<file path="config.mk">
export PLATFORM = sky130hd
export DESIGN_NAME = sensor_config
export DESIGN_NICKNAME = d
export VERILOG_FILES = /design/src/hdl/sensor_cfg_pkg.sv /design/src/hdl/sensor_config.sv /design/src/hdl/switch_decode.sv
export VERILOG_INCLUDE_DIRS = /design/src /design/src/hdl
export SDC_FILE = /design/constraint.sdc
export NUM_CORES = 1
export LEC_CHECK = 0
export BUFFER_PORTS_ARGS = -buffer_cell sky130_fd_sc_hd__buf_2
export CAP_MARGIN = 10
export CORE_ASPECT_RATIO = 1.1
export CORE_UTILIZATION = 54
export CTS_CLUSTER_SIZE = 12
export DETAILED_ROUTE_END_ITERATION = 10
export PLACE_DENSITY = 0.82
export SLEW_MARGIN = 15
export SYNTH_ARGS = -nofsm -noshare
export SYNTH_HDL_FRONTEND = slang
export SYNTH_SLANG_ARGS = --single-unit
</file>
<file path="constraint.sdc">
create_clock -name ref_clk -period 8.2 [get_ports ref_clk]
set_input_delay 0 -clock ref_clk [delete_from_list [all_inputs] [get_ports ref_clk]]
set_output_delay 0 -clock ref_clk [all_outputs]
set_load 0.05 [all_outputs]
</file>
<file path="src/hdl/sensor_cfg.svh">
// Offsets, reset values, field positions and output codes of the configuration block
`ifndef SENSOR_CFG_SVH
`define SENSOR_CFG_SVH

// ==========================================================
// Holding register word addresses
`define REG_SLAVE_ADDR 16'h0000
`define REG_FRAMING 16'h0001
`define REG_SERIAL_BASE 16'h0000
`define REG_SERIAL_LAST 16'h0007
`define REG_FW_VERSION 16'h0008
`define REG_NAME_BASE 16'h0009
`define REG_NAME_LAST 16'h0010
`define REG_FLT_PA_HI 16'h04be
`define REG_FLT_PA_LO 16'h04bf
`define REG_INT_PA 16'h100b

// ==========================================================
// Node address limits and reset value
`define DEFAULT_NODE_ADDR 8'h2b
`define MODBUS_ADDR_MIN 8'h01
`define MODBUS_ADDR_MAX 8'hf7
`define BACNET_ADDR_MAX 8'h7f
`define BACNET_ZERO_PAT 8'h80

// ==========================================================
// Framing word layout
`define FRM_BAUD_LSB 0
`define FRM_BAUD_MSB 2
`define FRM_PAR_LSB 3
`define FRM_PAR_MSB 4
`define FRM_STOP2_BIT 5
`define BAUD_IDX_MAX 3'h5

// ==========================================================
// Response times in ms and range shares in percent
`define RESP_MS_0 16'h0032
`define RESP_MS_1 16'h01f4
`define RESP_MS_2 16'h07d0
`define RESP_MS_3 16'h0fa0
`define RANGE_PCT_0 7'h64
`define RANGE_PCT_1 7'h4b
`define RANGE_PCT_2 7'h32
`define RANGE_PCT_3 7'h19

// ==========================================================
// Out-of-range output codes, mV and uA, two's complement
`define V10_UNDER 16'hfe0c
`define V5_UNDER 16'hff06
`define V10_OVER 16'h2904
`define V5_OVER 16'h1482
`define I420_UNDER 16'h0c80
`define I020_UNDER 16'hfc18
`define I420_OVER 16'h5140
`define I020_OVER 16'h5208

// ==========================================================
// Limit arithmetic: under if dp*80 < -fs*k, over if dp*80 > 21*fs*k
`define THR_SCALE 40'sh50
`define OVER_FACTOR 40'sh15

`endif

</file>
<file path="src/hdl/sensor_cfg_pkg.sv">
// Types shared by the configuration block files
package sensor_cfg_pkg;
  typedef enum logic [1:0] {UNIT_PA, UNIT_MBAR, UNIT_INWC, UNIT_KPA} unit_e;
  typedef enum logic {PAIR_10V_4MA, PAIR_5V_0MA} out_pair_e;
  typedef enum logic [1:0] {LVL_NORMAL, LVL_UNDER, LVL_OVER} level_e;
  typedef enum logic [1:0] {PAR_NONE, PAR_ODD, PAR_EVEN} parity_e;
  typedef enum logic {ST_SAMPLE, ST_RUN} cfg_state_e;
endpackage

</file>
<file path="src/hdl/sensor_config.sv">
// Switch sampling, output codes, node address and holding registers of the transmitter
// Functional notes
// - Unit switches 00 Pa, first mbar, second inch WC, both kPa.
// - Backlight switch 0 turns backlight on, 1 turns it off.
// - Output switch 0: 0-10 V with 4-20 mA; 1: 0-5 V with 0-20 mA.
// - Source switch 0 uses switch bank, 1 uses stored software settings.
// - Tenth switch has no effect on anything.
// - Below -5 % of range drive the under-range code per output type.
// - Above 105 % of range drive the overload code per output type.
// - All address switches zero: stored node address is used.
// - Modbus: nonzero switches override stored address; valid 1 to 247.
// - BACnet: low seven switch bits give address; 1000 0000 means zero.
// - Stored node address defaults to 43.
// - Modbus framing: 8 bits, parity none/odd/even (even default), 1-2 stops.
// - BACnet framing: 8 bits, no parity, one stop bit.
// - Writes to word 0 set address, writes to word 1 set framing. Code ignores writes at the sampling edge after reset.
// - Words 0 to 7 read the serial number text.
// - Word 8 reads firmware version, major high byte, minor low byte.
// - Words from 9 read the sensor name text.
// - Pressure readable as two-word float and as signed 16-bit integer.
// - Response switches: 50 ms, 500 ms, 2 s, 4 s.
// - Range switches select 100, 75, 50 or 25 percent.
`timescale 1ns/1ps
`include "sensor_cfg.svh"
module sensor_config #(
  parameter int FULL_SCALE = 1000,
  parameter logic [127:0] SERIAL_TEXT = "SN00000000000000",
  parameter logic [127:0] SENSOR_NAME = "DPSENSOR        ",
  parameter logic [7:0] FW_MAJOR = 8'h01,
  parameter logic [7:0] FW_MINOR = 8'h00,
  parameter logic [2:0] DEFAULT_BAUD = 3'h0
) (
  input wire logic ref_clk,
  input wire logic rstn,
  input wire logic range_select_bit0,
  input wire logic range_select_bit1,
  input wire logic response_select_bit0,
  input wire logic response_select_bit1,
  input wire logic unit_select_bit0,
  input wire logic unit_select_bit1,
  input wire logic backlight_off_switch,
  input wire logic output_range_switch,
  input wire logic settings_source_switch,
  input wire logic spare_switch,
  input wire logic [7:0] stored_switches,
  input wire logic [7:0] node_addr_switch,
  input wire logic bacnet_mode,
  input wire logic signed [31:0] dp_pa,
  input wire logic [31:0] dp_float,
  input wire logic [15:0] norm_mv,
  input wire logic [15:0] norm_ua,
  input wire logic reg_rd,
  input wire logic reg_wr,
  input wire logic [15:0] reg_addr,
  input wire logic [15:0] reg_wdata,
  output sensor_cfg_pkg::unit_e unit_q,
  output logic backlight_on_q,
  output sensor_cfg_pkg::out_pair_e out_pair_q,
  output logic [6:0] range_pct_q,
  output logic [15:0] response_ms_q,
  output sensor_cfg_pkg::level_e level_q,
  output logic [15:0] voltage_mv_q,
  output logic [15:0] current_ua_q,
  output logic [7:0] node_addr_q,
  output logic [2:0] baud_idx_q,
  output sensor_cfg_pkg::parity_e parity_q,
  output logic stop2_q,
  output logic cfg_ready_q,
  output logic [15:0] reg_rdata_q,
  output logic reg_ack_q,
  output logic reg_err_q
);
  // ==========================================================
  // Sampling state
  sensor_cfg_pkg::cfg_state_e state_q;
  logic [7:0] img_q;
  logic [7:0] sw_addr_q;
  logic [7:0] image_d;
  sensor_cfg_pkg::unit_e dec_unit;
  logic dec_backlight;
  sensor_cfg_pkg::out_pair_e dec_pair;
  logic [6:0] dec_pct;
  logic [2:0] dec_k;
  logic [15:0] dec_resp;

  // Pick switch bank or stored image
  // Spare switch left out of the image on purpose
  assign image_d = settings_source_switch ? stored_switches :
    {output_range_switch, backlight_off_switch, unit_select_bit1, unit_select_bit0,
     response_select_bit1, response_select_bit0, range_select_bit1, range_select_bit0};

  // Sample once after reset so settings stay still during traffic
  always_ff @(posedge ref_clk or negedge rstn) begin
    if (!rstn) begin
      state_q <= sensor_cfg_pkg::ST_SAMPLE;
      img_q <= 8'h00;
      sw_addr_q <= 8'h00;
    end else if (state_q == sensor_cfg_pkg::ST_SAMPLE) begin
      img_q <= image_d;
      sw_addr_q <= node_addr_switch;
      state_q <= sensor_cfg_pkg::ST_RUN;
    end
  end

  switch_decode u_decode (
    .image(img_q),
    .unit(dec_unit),
    .backlight_on(dec_backlight),
    .out_pair(dec_pair),
    .range_pct(dec_pct),
    .range_k(dec_k),
    .response_ms(dec_resp)
  );

  // Decoded settings, loaded at the edge that raises ready
  always_ff @(posedge ref_clk or negedge rstn) begin
    if (!rstn) begin
      unit_q <= sensor_cfg_pkg::UNIT_PA;
      backlight_on_q <= 1'b1;
      out_pair_q <= sensor_cfg_pkg::PAIR_10V_4MA;
      range_pct_q <= `RANGE_PCT_0;
      response_ms_q <= `RESP_MS_0;
      cfg_ready_q <= 1'b0;
    end else begin
      unit_q <= dec_unit;
      backlight_on_q <= dec_backlight;
      out_pair_q <= dec_pair;
      range_pct_q <= dec_pct;
      response_ms_q <= dec_resp;
      cfg_ready_q <= (state_q == sensor_cfg_pkg::ST_RUN);
    end
  end

  // ==========================================================
  // Range limits and output codes
  logic signed [39:0] dp80;
  logic signed [39:0] span_k;
  sensor_cfg_pkg::level_e level_d;
  assign dp80 = 40'(dp_pa) * `THR_SCALE;
  assign span_k = 40'(FULL_SCALE) * $signed({37'h0, dec_k});

  // Under range, including reversed hoses; over range
  always_comb begin
    if (dp80 < -span_k) begin
      level_d = sensor_cfg_pkg::LVL_UNDER;
    end else if (dp80 > span_k * `OVER_FACTOR) begin
      level_d = sensor_cfg_pkg::LVL_OVER;
    end else begin
      level_d = sensor_cfg_pkg::LVL_NORMAL;
    end
  end

  function automatic logic [15:0] pick(input sensor_cfg_pkg::level_e lvl,
                                      input logic [15:0] norm,
                                      input logic [15:0] under,
                                      input logic [15:0] over);
    unique case (lvl)
      sensor_cfg_pkg::LVL_UNDER: pick = under;
      sensor_cfg_pkg::LVL_OVER: pick = over;
      default: pick = norm;
    endcase
  endfunction

  // Voltage and current driven together from the same level
  always_ff @(posedge ref_clk or negedge rstn) begin
    if (!rstn) begin
      level_q <= sensor_cfg_pkg::LVL_NORMAL;
      voltage_mv_q <= 16'h0000;
      current_ua_q <= 16'h0000;
    end else if (dec_pair == sensor_cfg_pkg::PAIR_10V_4MA) begin
      level_q <= level_d;
      voltage_mv_q <= pick(level_d, norm_mv, `V10_UNDER, `V10_OVER);
      current_ua_q <= pick(level_d, norm_ua, `I420_UNDER, `I420_OVER);
    end else begin
      level_q <= level_d;
      voltage_mv_q <= pick(level_d, norm_mv, `V5_UNDER, `V5_OVER);
      current_ua_q <= pick(level_d, norm_ua, `I020_UNDER, `I020_OVER);
    end
  end

  // ==========================================================
  // Stored communication settings
  logic [7:0] stored_addr_q;
  logic [2:0] stored_baud_q;
  sensor_cfg_pkg::parity_e stored_par_q;
  logic stored_stop2_q;
  logic [7:0] wr_addr_val;
  logic [2:0] wr_baud;
  logic [1:0] wr_par;
  logic addr_ok;
  logic frm_ok;

  assign wr_addr_val = reg_wdata[7:0];
  assign wr_baud = reg_wdata[`FRM_BAUD_MSB:`FRM_BAUD_LSB];
  assign wr_par = reg_wdata[`FRM_PAR_MSB:`FRM_PAR_LSB];
  assign addr_ok = (reg_wdata[15:8] == 8'h00) && (bacnet_mode ?
    (wr_addr_val <= `BACNET_ADDR_MAX) :
    (wr_addr_val >= `MODBUS_ADDR_MIN && wr_addr_val <= `MODBUS_ADDR_MAX));
  // Valid baud index and parity code; BACnet takes no parity
  assign frm_ok = (wr_baud <= `BAUD_IDX_MAX) && (wr_par != 2'h3) &&
    (!bacnet_mode || (wr_par == 2'h0 && !reg_wdata[`FRM_STOP2_BIT]));

  // Address and framing words taken when valid once the sampling cycle after reset is over
  always_ff @(posedge ref_clk or negedge rstn) begin
    if (!rstn) begin
      stored_addr_q <= `DEFAULT_NODE_ADDR;
      stored_baud_q <= 3'h0;
      stored_par_q <= sensor_cfg_pkg::PAR_EVEN;
      stored_stop2_q <= 1'b0;
    end else if (state_q == sensor_cfg_pkg::ST_SAMPLE) begin
      stored_baud_q <= DEFAULT_BAUD;
    end else if (reg_wr && reg_addr == `REG_SLAVE_ADDR && addr_ok) begin
      stored_addr_q <= wr_addr_val;
    end else if (reg_wr && reg_addr == `REG_FRAMING && frm_ok) begin
      stored_baud_q <= wr_baud;
      stored_par_q <= sensor_cfg_pkg::parity_e'(wr_par);
      stored_stop2_q <= reg_wdata[`FRM_STOP2_BIT];
    end
  end

  // Zero switches defer to stored address; else switches rule
  always_ff @(posedge ref_clk or negedge rstn) begin
    if (!rstn) begin
      node_addr_q <= `DEFAULT_NODE_ADDR;
    end else if (sw_addr_q == 8'h00) begin
      node_addr_q <= stored_addr_q;
    end else if (bacnet_mode && sw_addr_q == `BACNET_ZERO_PAT) begin
      node_addr_q <= 8'h00;
    end else if (bacnet_mode) begin
      node_addr_q <= {1'b0, sw_addr_q[6:0]};
    end else begin
      node_addr_q <= sw_addr_q;
    end
  end

  // Modbus framing as stored; BACnet forced to none and one stop
  always_ff @(posedge ref_clk or negedge rstn) begin
    if (!rstn) begin
      baud_idx_q <= 3'h0;
      parity_q <= sensor_cfg_pkg::PAR_EVEN;
      stop2_q <= 1'b0;
    end else begin
      baud_idx_q <= stored_baud_q;
      parity_q <= bacnet_mode ? sensor_cfg_pkg::PAR_NONE : stored_par_q;
      stop2_q <= bacnet_mode ? 1'b0 : stored_stop2_q;
    end
  end

  // ==========================================================
  // Holding register reads
  logic [15:0] flt_lo_q;
  logic [15:0] int_pa;

  // Clamp so a huge reading does not wrap into the wrong sign
  assign int_pa = (dp_pa > 32'sh00007fff) ? 16'h7fff :
                  (dp_pa < -32'sh00008000) ? 16'h8000 : dp_pa[15:0];

  function automatic logic [15:0] text_word(input logic [127:0] txt, input logic [2:0] idx);
    text_word = txt[(7 - idx) * 16 +: 16];
  endfunction

  // High half read freezes the low half of the same sample
  always_ff @(posedge ref_clk or negedge rstn) begin
    if (!rstn) begin
      flt_lo_q <= 16'h0000;
    end else if (reg_rd && reg_addr == `REG_FLT_PA_HI) begin
      flt_lo_q <= dp_float[15:0];
    end
  end

  // One-cycle answer; unknown words and bad writes answer with an error
  always_ff @(posedge ref_clk or negedge rstn) begin
    if (!rstn) begin
      reg_rdata_q <= 16'h0000;
      reg_ack_q <= 1'b0;
      reg_err_q <= 1'b0;
    end else begin
      reg_ack_q <= reg_rd | reg_wr;
      reg_err_q <= 1'b0;
      reg_rdata_q <= 16'h0000;
      if (reg_wr) begin
        reg_err_q <= !((reg_addr == `REG_SLAVE_ADDR && addr_ok) ||
                       (reg_addr == `REG_FRAMING && frm_ok));
      end else if (reg_rd) begin
        if (reg_addr <= `REG_SERIAL_LAST) begin
          reg_rdata_q <= text_word(SERIAL_TEXT, reg_addr[2:0]);
        end else if (reg_addr == `REG_FW_VERSION) begin
          reg_rdata_q <= {FW_MAJOR, FW_MINOR};
        end else if (reg_addr >= `REG_NAME_BASE && reg_addr <= `REG_NAME_LAST) begin
          reg_rdata_q <= text_word(SENSOR_NAME, 3'(reg_addr - `REG_NAME_BASE));
        end else if (reg_addr == `REG_FLT_PA_HI) begin
          reg_rdata_q <= dp_float[31:16];
        end else if (reg_addr == `REG_FLT_PA_LO) begin
          reg_rdata_q <= flt_lo_q;
        end else if (reg_addr == `REG_INT_PA) begin
          reg_rdata_q <= int_pa;
        end else begin
          reg_err_q <= 1'b1;
        end
      end
    end
  end
endmodule

</file>
<file path="src/hdl/switch_decode.sv">
// Combinational decode of the eight setting switches into configuration fields
`timescale 1ns/1ps
`include "sensor_cfg.svh"
module switch_decode (
  input wire logic [7:0] image,
  output sensor_cfg_pkg::unit_e unit,
  output logic backlight_on,
  output sensor_cfg_pkg::out_pair_e out_pair,
  output logic [6:0] range_pct,
  output logic [2:0] range_k,
  output logic [15:0] response_ms
);
  // ==========================================================
  // Helpers
  function automatic logic [6:0] pct_of(input logic [1:0] sel);
    unique case (sel)
      2'b00: pct_of = `RANGE_PCT_0;
      2'b01: pct_of = `RANGE_PCT_1;
      2'b10: pct_of = `RANGE_PCT_2;
      2'b11: pct_of = `RANGE_PCT_3;
    endcase
  endfunction

  function automatic logic [15:0] resp_of(input logic [1:0] sel);
    unique case (sel)
      2'b00: resp_of = `RESP_MS_0;
      2'b01: resp_of = `RESP_MS_1;
      2'b10: resp_of = `RESP_MS_2;
      2'b11: resp_of = `RESP_MS_3;
    endcase
  endfunction

  // ==========================================================
  // Field decode; bit 0 of each pair is the first switch
  always_comb begin
    range_pct = pct_of({image[1], image[0]});
    range_k = 3'h4 - {1'b0, image[1], image[0]};
    response_ms = resp_of({image[3], image[2]});
    unit = sensor_cfg_pkg::unit_e'({image[5], image[4]});
    backlight_on = ~image[6];
    out_pair = sensor_cfg_pkg::out_pair_e'(image[7]);
  end
endmodule
</file>
Word-level counts from Yosys, hierarchy flattened
Index checks and enable logic that the tools add are counted.
{"block": "totals", "in_bits": 159, "reg_bits": 141, "output_inout_bits": 94, "wordCells": 131}
{"block": "op_classes", "n_eq_ne": 17, "add_sub_neg": 5, "n_reduce_logical": 28, "bitwise": 3, "n_mul": 3, "n_shift": 2, "n_mux": 38, "order_cmp": 11}
{"cell": "128-bit by 33-bit indexed part select with 16-bit output, first input constant", "n": 2}
{"cell": "16-bit 2-to-1 mux", "n": 12}
{"cell": "16-bit case mux with 2 select lines", "n": 4}
{"cell": "16-bit case mux with 4 select lines", "n": 1}
{"cell": "40-bit by 19-bit greater-than comparator with 1-bit output", "n": 1}
{"cell": "40-bit less-than comparator", "n": 1}
{"cell": "13-bit negator with 40-bit output", "n": 1}
{"cell": "32-bit by 4-bit multiplier with 36-bit output, second input constant", "n": 1}
{"cell": "16-bit by 11-bit == test with 1-bit output, second input constant", "n": 2}
{"cell": "32-bit by 16-bit greater-than comparator with 1-bit output, second input constant", "n": 1}
{"cell": "32-bit by 16-bit less-than comparator with 1-bit output, second input constant", "n": 1}
{"cell": "8-bit 2-to-1 mux", "n": 4}
{"cell": "7-bit case mux with 4 select lines", "n": 1}
{"cell": "16-bit by 1-bit == test with 1-bit output, second input constant", "n": 1}
{"cell": "16-bit by 13-bit == test with 1-bit output, second input constant", "n": 1}
{"cell": "16-bit by 4-bit == test with 1-bit output, second input constant", "n": 1}
{"cell": "16-bit by 4-bit greater-or-equal comparator with 1-bit output, second input constant", "n": 1}
{"cell": "16-bit by 3-bit <= comparator with 1-bit output, second input constant", "n": 1}
{"cell": "16-bit by 5-bit <= comparator with 1-bit output, second input constant", "n": 1}
{"cell": "16-bit zero test", "n": 1}
{"cell": "8-bit zero test", "n": 2}
{"cell": "10-bit by 5-bit multiplier with 15-bit output, second input constant", "n": 1}
{"cell": "1-bit logical AND", "n": 14}
{"cell": "2-bit == test, second input constant", "n": 5}
{"cell": "other kinds (22)", "n": 46}

Depth between registers and ports, before layout
{"block": "logic_depth", "depth_word": 11, "mapped_depth": 27, "depth_no_buf": 26}

Cells and area by module
From an unflattened synthesis, not the netlist that was laid out.
{"block": "unflattened", "cells_unflattened": 1177, "area_unflattened_um2": 11123.2}
{"module": "sensor_config", "n_inst": 1, "seq_area_each_um2": 3549.7, "cells_per_inst": 1138, "area_per_inst_um2": 10816.6}
{"module": "switch_decode", "n_inst": 1, "seq_area_each_um2": 0.0, "cells_per_inst": 39, "area_per_inst_um2": 306.5}

Worst setup path after synthesis
No wires, ideal clock.
{"block": "synth_path", "kind": "register to register", "start": "register img_q[0]", "end": "register voltage_mv_q[8]", "t_arrival_ns": 6.203, "period_less_slack_ns": 6.329, "required_time_ns": 8.074, "stages_incl_launch_ff": 27, "path_slack_ns": 1.871, "path_buffers": 0, "setup_time_ns": 0.126, "path_cell_list": "dfrtp_1 -> inv_2 -> ha_1 -> xnor2_1 -> inv_1 -> ha_1 -> inv_1 -> fa_1 -> ha_1 -> xnor2_1 -> xnor2_1 -> ha_1 -> a21o_1 -> a221oi_1 -> o21ai_0 -> a22oi_1 -> xor2_1 -> ha_1 -> nand3_1 -> or4_1 -> o21ai_0 -> a41oi_1 -> or4b_4 -> a2111oi_4 -> nand4b_1 -> o41a_1 -> a221o_1"}
{"block": "synth_via", "elab_chain_cells": 9, "elab_cells_between_ends": 13, "classes_between": "2 x add/sub; 2 x mul; 2 x order compare; 2 x eq/ne; 5 x mux"}
{"element": "from (decl)", "line_no": "sensor_config.sv:76", "rtl": "logic [7:0] img_q;"}
{"element": "from (signal assigned)", "line_no": "sensor_config.sv:99", "rtl": "img_q <= image_d;"}
{"element": "3-bit by 2-bit subtractor with 3-bit output (*)", "line_no": "switch_decode.sv:37", "rtl": "range_k = 3'h4 - {1'b0, image[1], image[0]};"}
{"element": "7-bit by 3-bit multiplier with 10-bit output (*)", "line_no": "sensor_config.sv:140", "rtl": "assign span_k = 40'(FULL_SCALE) * $signed({37'h0, dec_k});"}
{"element": "10-bit by 5-bit multiplier with 15-bit output (no line)"}
{"element": "40-bit by 19-bit greater-than comparator with 1-bit output (no line)"}
{"element": "2-bit 2-to-1 mux", "line_no": "sensor_config.sv:146", "rtl": "end else if (dp80 > span_k * `OVER_FACTOR) begin"}
{"element": "2-bit 2-to-1 mux (*)", "line_no": "sensor_config.sv:144", "rtl": "if (dp80 < -span_k) begin"}
{"element": "2-bit == test or 2-bit by 1-bit == test with 1-bit output (tied branches)", "line_no": "sensor_config.sv:157", "rtl": "unique case (lvl)"}
{"element": "16-bit case mux with 2 select lines", "line_no": "sensor_config.sv:157"}
{"element": "16-bit 2-to-1 mux (*)", "line_no": "sensor_config.sv:170", "rtl": "end else if (dec_pair == sensor_cfg_pkg::PAIR_10V_4MA) begin"}
{"element": "to (signal assigned)", "line_no": "sensor_config.sv:172", "rtl": "voltage_mv_q <= pick(level_d, norm_mv, `V10_UNDER, `V10_OVER);"}
{"element": "to (signal assigned)", "line_no": "sensor_config.sv:176", "rtl": "voltage_mv_q <= pick(level_d, norm_mv, `V5_UNDER, `V5_OVER);"}
{"element": "to (decl)", "line_no": "sensor_config.sv:62", "rtl": "output logic [15:0] voltage_mv_q,"}
Every way passes the cells marked *; elsewhere a longest branch is shown, timed or not.
A chain may end at the register's enable or synchronous reset.

Final worst setup path
Ends and elaborated chain as after synthesis.

==> results.ini <==
[timing]
rsz0062_at_grt = no
worstMarginPinSlew_ps = 1058
finalSetupViolations = 0
fmax_mhz = 135.8
period_needed_ps = 7365
max_slew_margin_pct = 29.22
drv_slew = 0
finalHoldViolCount = 0
skew_ps = 8.731
min_period_over_period_pct = 89.82
tns_ps = 0

[setup_path]
critPathCapture = voltage_mv_q[8]
path_class = reg -> reg
rr_endpoint = voltage_mv_q[8]
reg2regPathDepth = 26
cp-end-kind = register
rr_startpoint = img_q[0]
worstSetupStartpointType = register
crit_start = img_q[0]
cp.arrival_ps = 7680
r2r_setup_slack_ps = 830
cp_max_fo = 16
required_ps = 8510

[yosys]
synthCells = 1034
yosysMostFrequentCell = ha_1
synth_edf_count = 0
netlist_area_mm2 = 0.009846
synth_common_cells = ha_1, dfrtp_1, a21oi_1
synthTopCellsByArea = dfrtp_1, ha_1, dfstp_2
ys_types = 74
synth_warnings = 0
ys_seq_area_share_pct = 33.77
syn_area_per_cell_um2 = 9.522
synth_seq_cells = 132
async_flop_share_pct = 100.0
synth_top_area_share_pct = 29.23
synth-main-ff-cell = dfrtp_1
yosys.area.top_type = dfrtp_1

[cts]
clk_pin_slew_worst_paths_ps = 70
cts-root-buf = clkbuf_16
cts_buffer_depth = 2
htreeDepth = 4
cts_setup_buffers = 0
post_cts_resized = 0
cts-hold-fix-buffers = 89
cts_buffers = 17
clock_latency_ps = 420
cts_tree = yes
cts_sinks = 132

[power]
p_leak_nw = 6.376
p_per_area_mw_per_mm2 = 187.5
peakVddDrop_mv = 0.1607

[finish]
design_area_mm2 = 0.01271
multi_input_area_mm2 = 0.006127
fillCellCount = 1258
layout.nets = 1661
drive_above_1_share_pct = 25.77
seq_area_mm2 = 0.003324
synthToLayoutAreaGrowth_pct = 29.11

[detailed_routing]
routed_wl_um = 31130
routed-via-count = 9587
post-route-drc-count = 0
drtAntennaViolNets = 0
viasPerCell = 5.958
wl_per_cell_um = 19.35
initialDrtViolationCount = 804
dr.pass1.iters = 8

[die]
core-area_mm2 = 0.01780
dieHeight_um = 143.6
die-area_mm2 = 0.01878
start_util_pct = 55.30
ioPinCount = 253
placementRows = 51
fp.dieW_um = 130.7

[placement]
place.gp.congestion = 0.9288
port-buffer-count = 245
dpl.hpwl_um = 21360
placed_cell_area_mm2 = 0.01122

[global_route]
grt_pass1_vias = 9530
grt_antenna_before_repair = 1
grt_usage_pct = 33.87
grt_pass1_wl_um = 48600
grt.overflow.total = 0
grt_max_degree = 69

[min_path]
min_path_type = in -> reg

[job]
drv_cap = 0

[outcome]
status = complete, no violations

==> worst max-delay path, cell delays in order, from the launching register on <==
cell       delay (ps)
dfrtp_1           580
inv_2             160
ha_1              400
xnor2_1           180
inv_1             100
ha_1              280
inv_1             120
fa_1              490
ha_1              240
xnor2_1           130
xnor2_1           140
ha_1              310
a21o_1            150
a221oi_1          310
o21ai_0           130
a22oi_1           180
xor2_1            110
ha_1              330
nand3_1            70
or4_1             460
o21ai_0            80
a41oi_1            80
or4b_4            530
a2111oi_4         340
nand4b_1          260
o41a_1            660
a221o_1           400
==> per-layer routing <==
layer	track usage, %	wire length [µm]	share of wire (%)	vias up
met1	40.49	12130	39	4541
li1	-	-	-	4429
met2	56.20	15010	48	504
met5	0	12	0.039	-
met4	18.75	1451	4.7	2
met3	7.446	2533	8.1	111
==> area by class of cell <==
cell class | count | area share, %
flip-flops and latches | 132 | 26.15
diodes | 1 | 0.01969
clock buffers | 17 | 3.346
well taps | 238 | 2.343
multi-input cells | 813 | 48.20
inverters | 55 | 1.624
clock inverters | 15 | 1.378
repair buffers | 338 | 16.94
==> report_power, final <==
| group | switching [mW] | internal, mW |
|---|---|---|
| sequential | 0.0231 | 0.698 |
| combinational | 0.553 | 0.325 |
| clock | 0.347 | 0.438 |
| total | 0.923 | 1.46 |
==> through the flow <==
| step | util, % | hold WS, ps | std cells | power (mW) | worst slack, ps |
|---|---|---|---|---|---|
| finish | 71.40 | 26.17 | 1609 | 2.384 | 834.8 |
| global placement | 63.01 | 15.32 | 1487 | 1.528 | 1024 |
| CTS | 71.39 | 0.5797 | 1608 | 2.371 | 881.6 |
| floorplan | - | -295.6 | 1039 | 1.327 | 1871 |
| detailed placement | 63.01 | 19.07 | 1487 | 1.549 | 906.3 |
| global route | 71.39 | 42.36 | 1608 | 2.512 | 412.5 |
==> worst min path at each step <==
| stage | from | to | slack, ps | cells past startpoint |
|---|---|---|---|---|
| 4_1_cts | reg_addr[4] | reg_rdata_q[2] | 0.6 | 4 |
| 3_5_place_dp | rstn | unit_q[1] | 20 | 1 |
| 5_1_grt | range_select_bit1 | img_q[1] | 40 | 3 |
| 6_report | reg_addr[4] | reg_rdata_q[2] | 30 | 4 |
| 2_1_floorplan | rstn | baud_idx_q[0] | -300 | 0 |
| 3_3_place_gp | rstn | stop2_q | 20 | 1 |
==> logic make-up after synthesis <==
| logic type | count (synthesis) | synth area share, % |
|---|---|---|
| other | 2 | 0.07628 |
| AO/OA/AOI/OAI | 281 | 18.46 |
| flip-flops | 132 | 33.77 |
| XOR/XNOR | 48 | 4.270 |
| AND/OR/NAND/NOR | 280 | 14.80 |
| buffers and inverters | 94 | 4.194 |
| adder cells (fa/ha/maj) | 145 | 18.66 |
| multiplexers | 52 | 5.769 |
==> flip-flops by register name (all words and copies together), names as in the netlist, 2 cells and up <==
name           flops
node_addr_q        8
stored_addr_q      8
level_q            2
unit_q             2
response_ms_q      8
reg_rdata_q       16
stored_par_q       2
img_q              8
stored_baud_q      3
range_pct_q        6
current_ua_q      16
parity_q           2
baud_idx_q         3
voltage_mv_q      16
sw_addr_q          8
flt_lo_q          16
==> layout by cell type, fill, tap and decap left out, types with 19 or more instances in the layout <==
master	Yosys	layout
nand2_1	68	68
a21o_1	26	26
o211ai_1	19	19
xnor2_1	33	33
nor2_1	58	58
inv_1	54	54
buf_2	9	244
dlygate4sd3_1	0	89
mux2_2	36	36
a21oi_1	80	80
and2_1	21	21
ha_1	142	142
nand4_1	23	23
o21ai_0	60	60
dfrtp_1	115	115
Note: power is estimated with default switching activity, not from simulation.
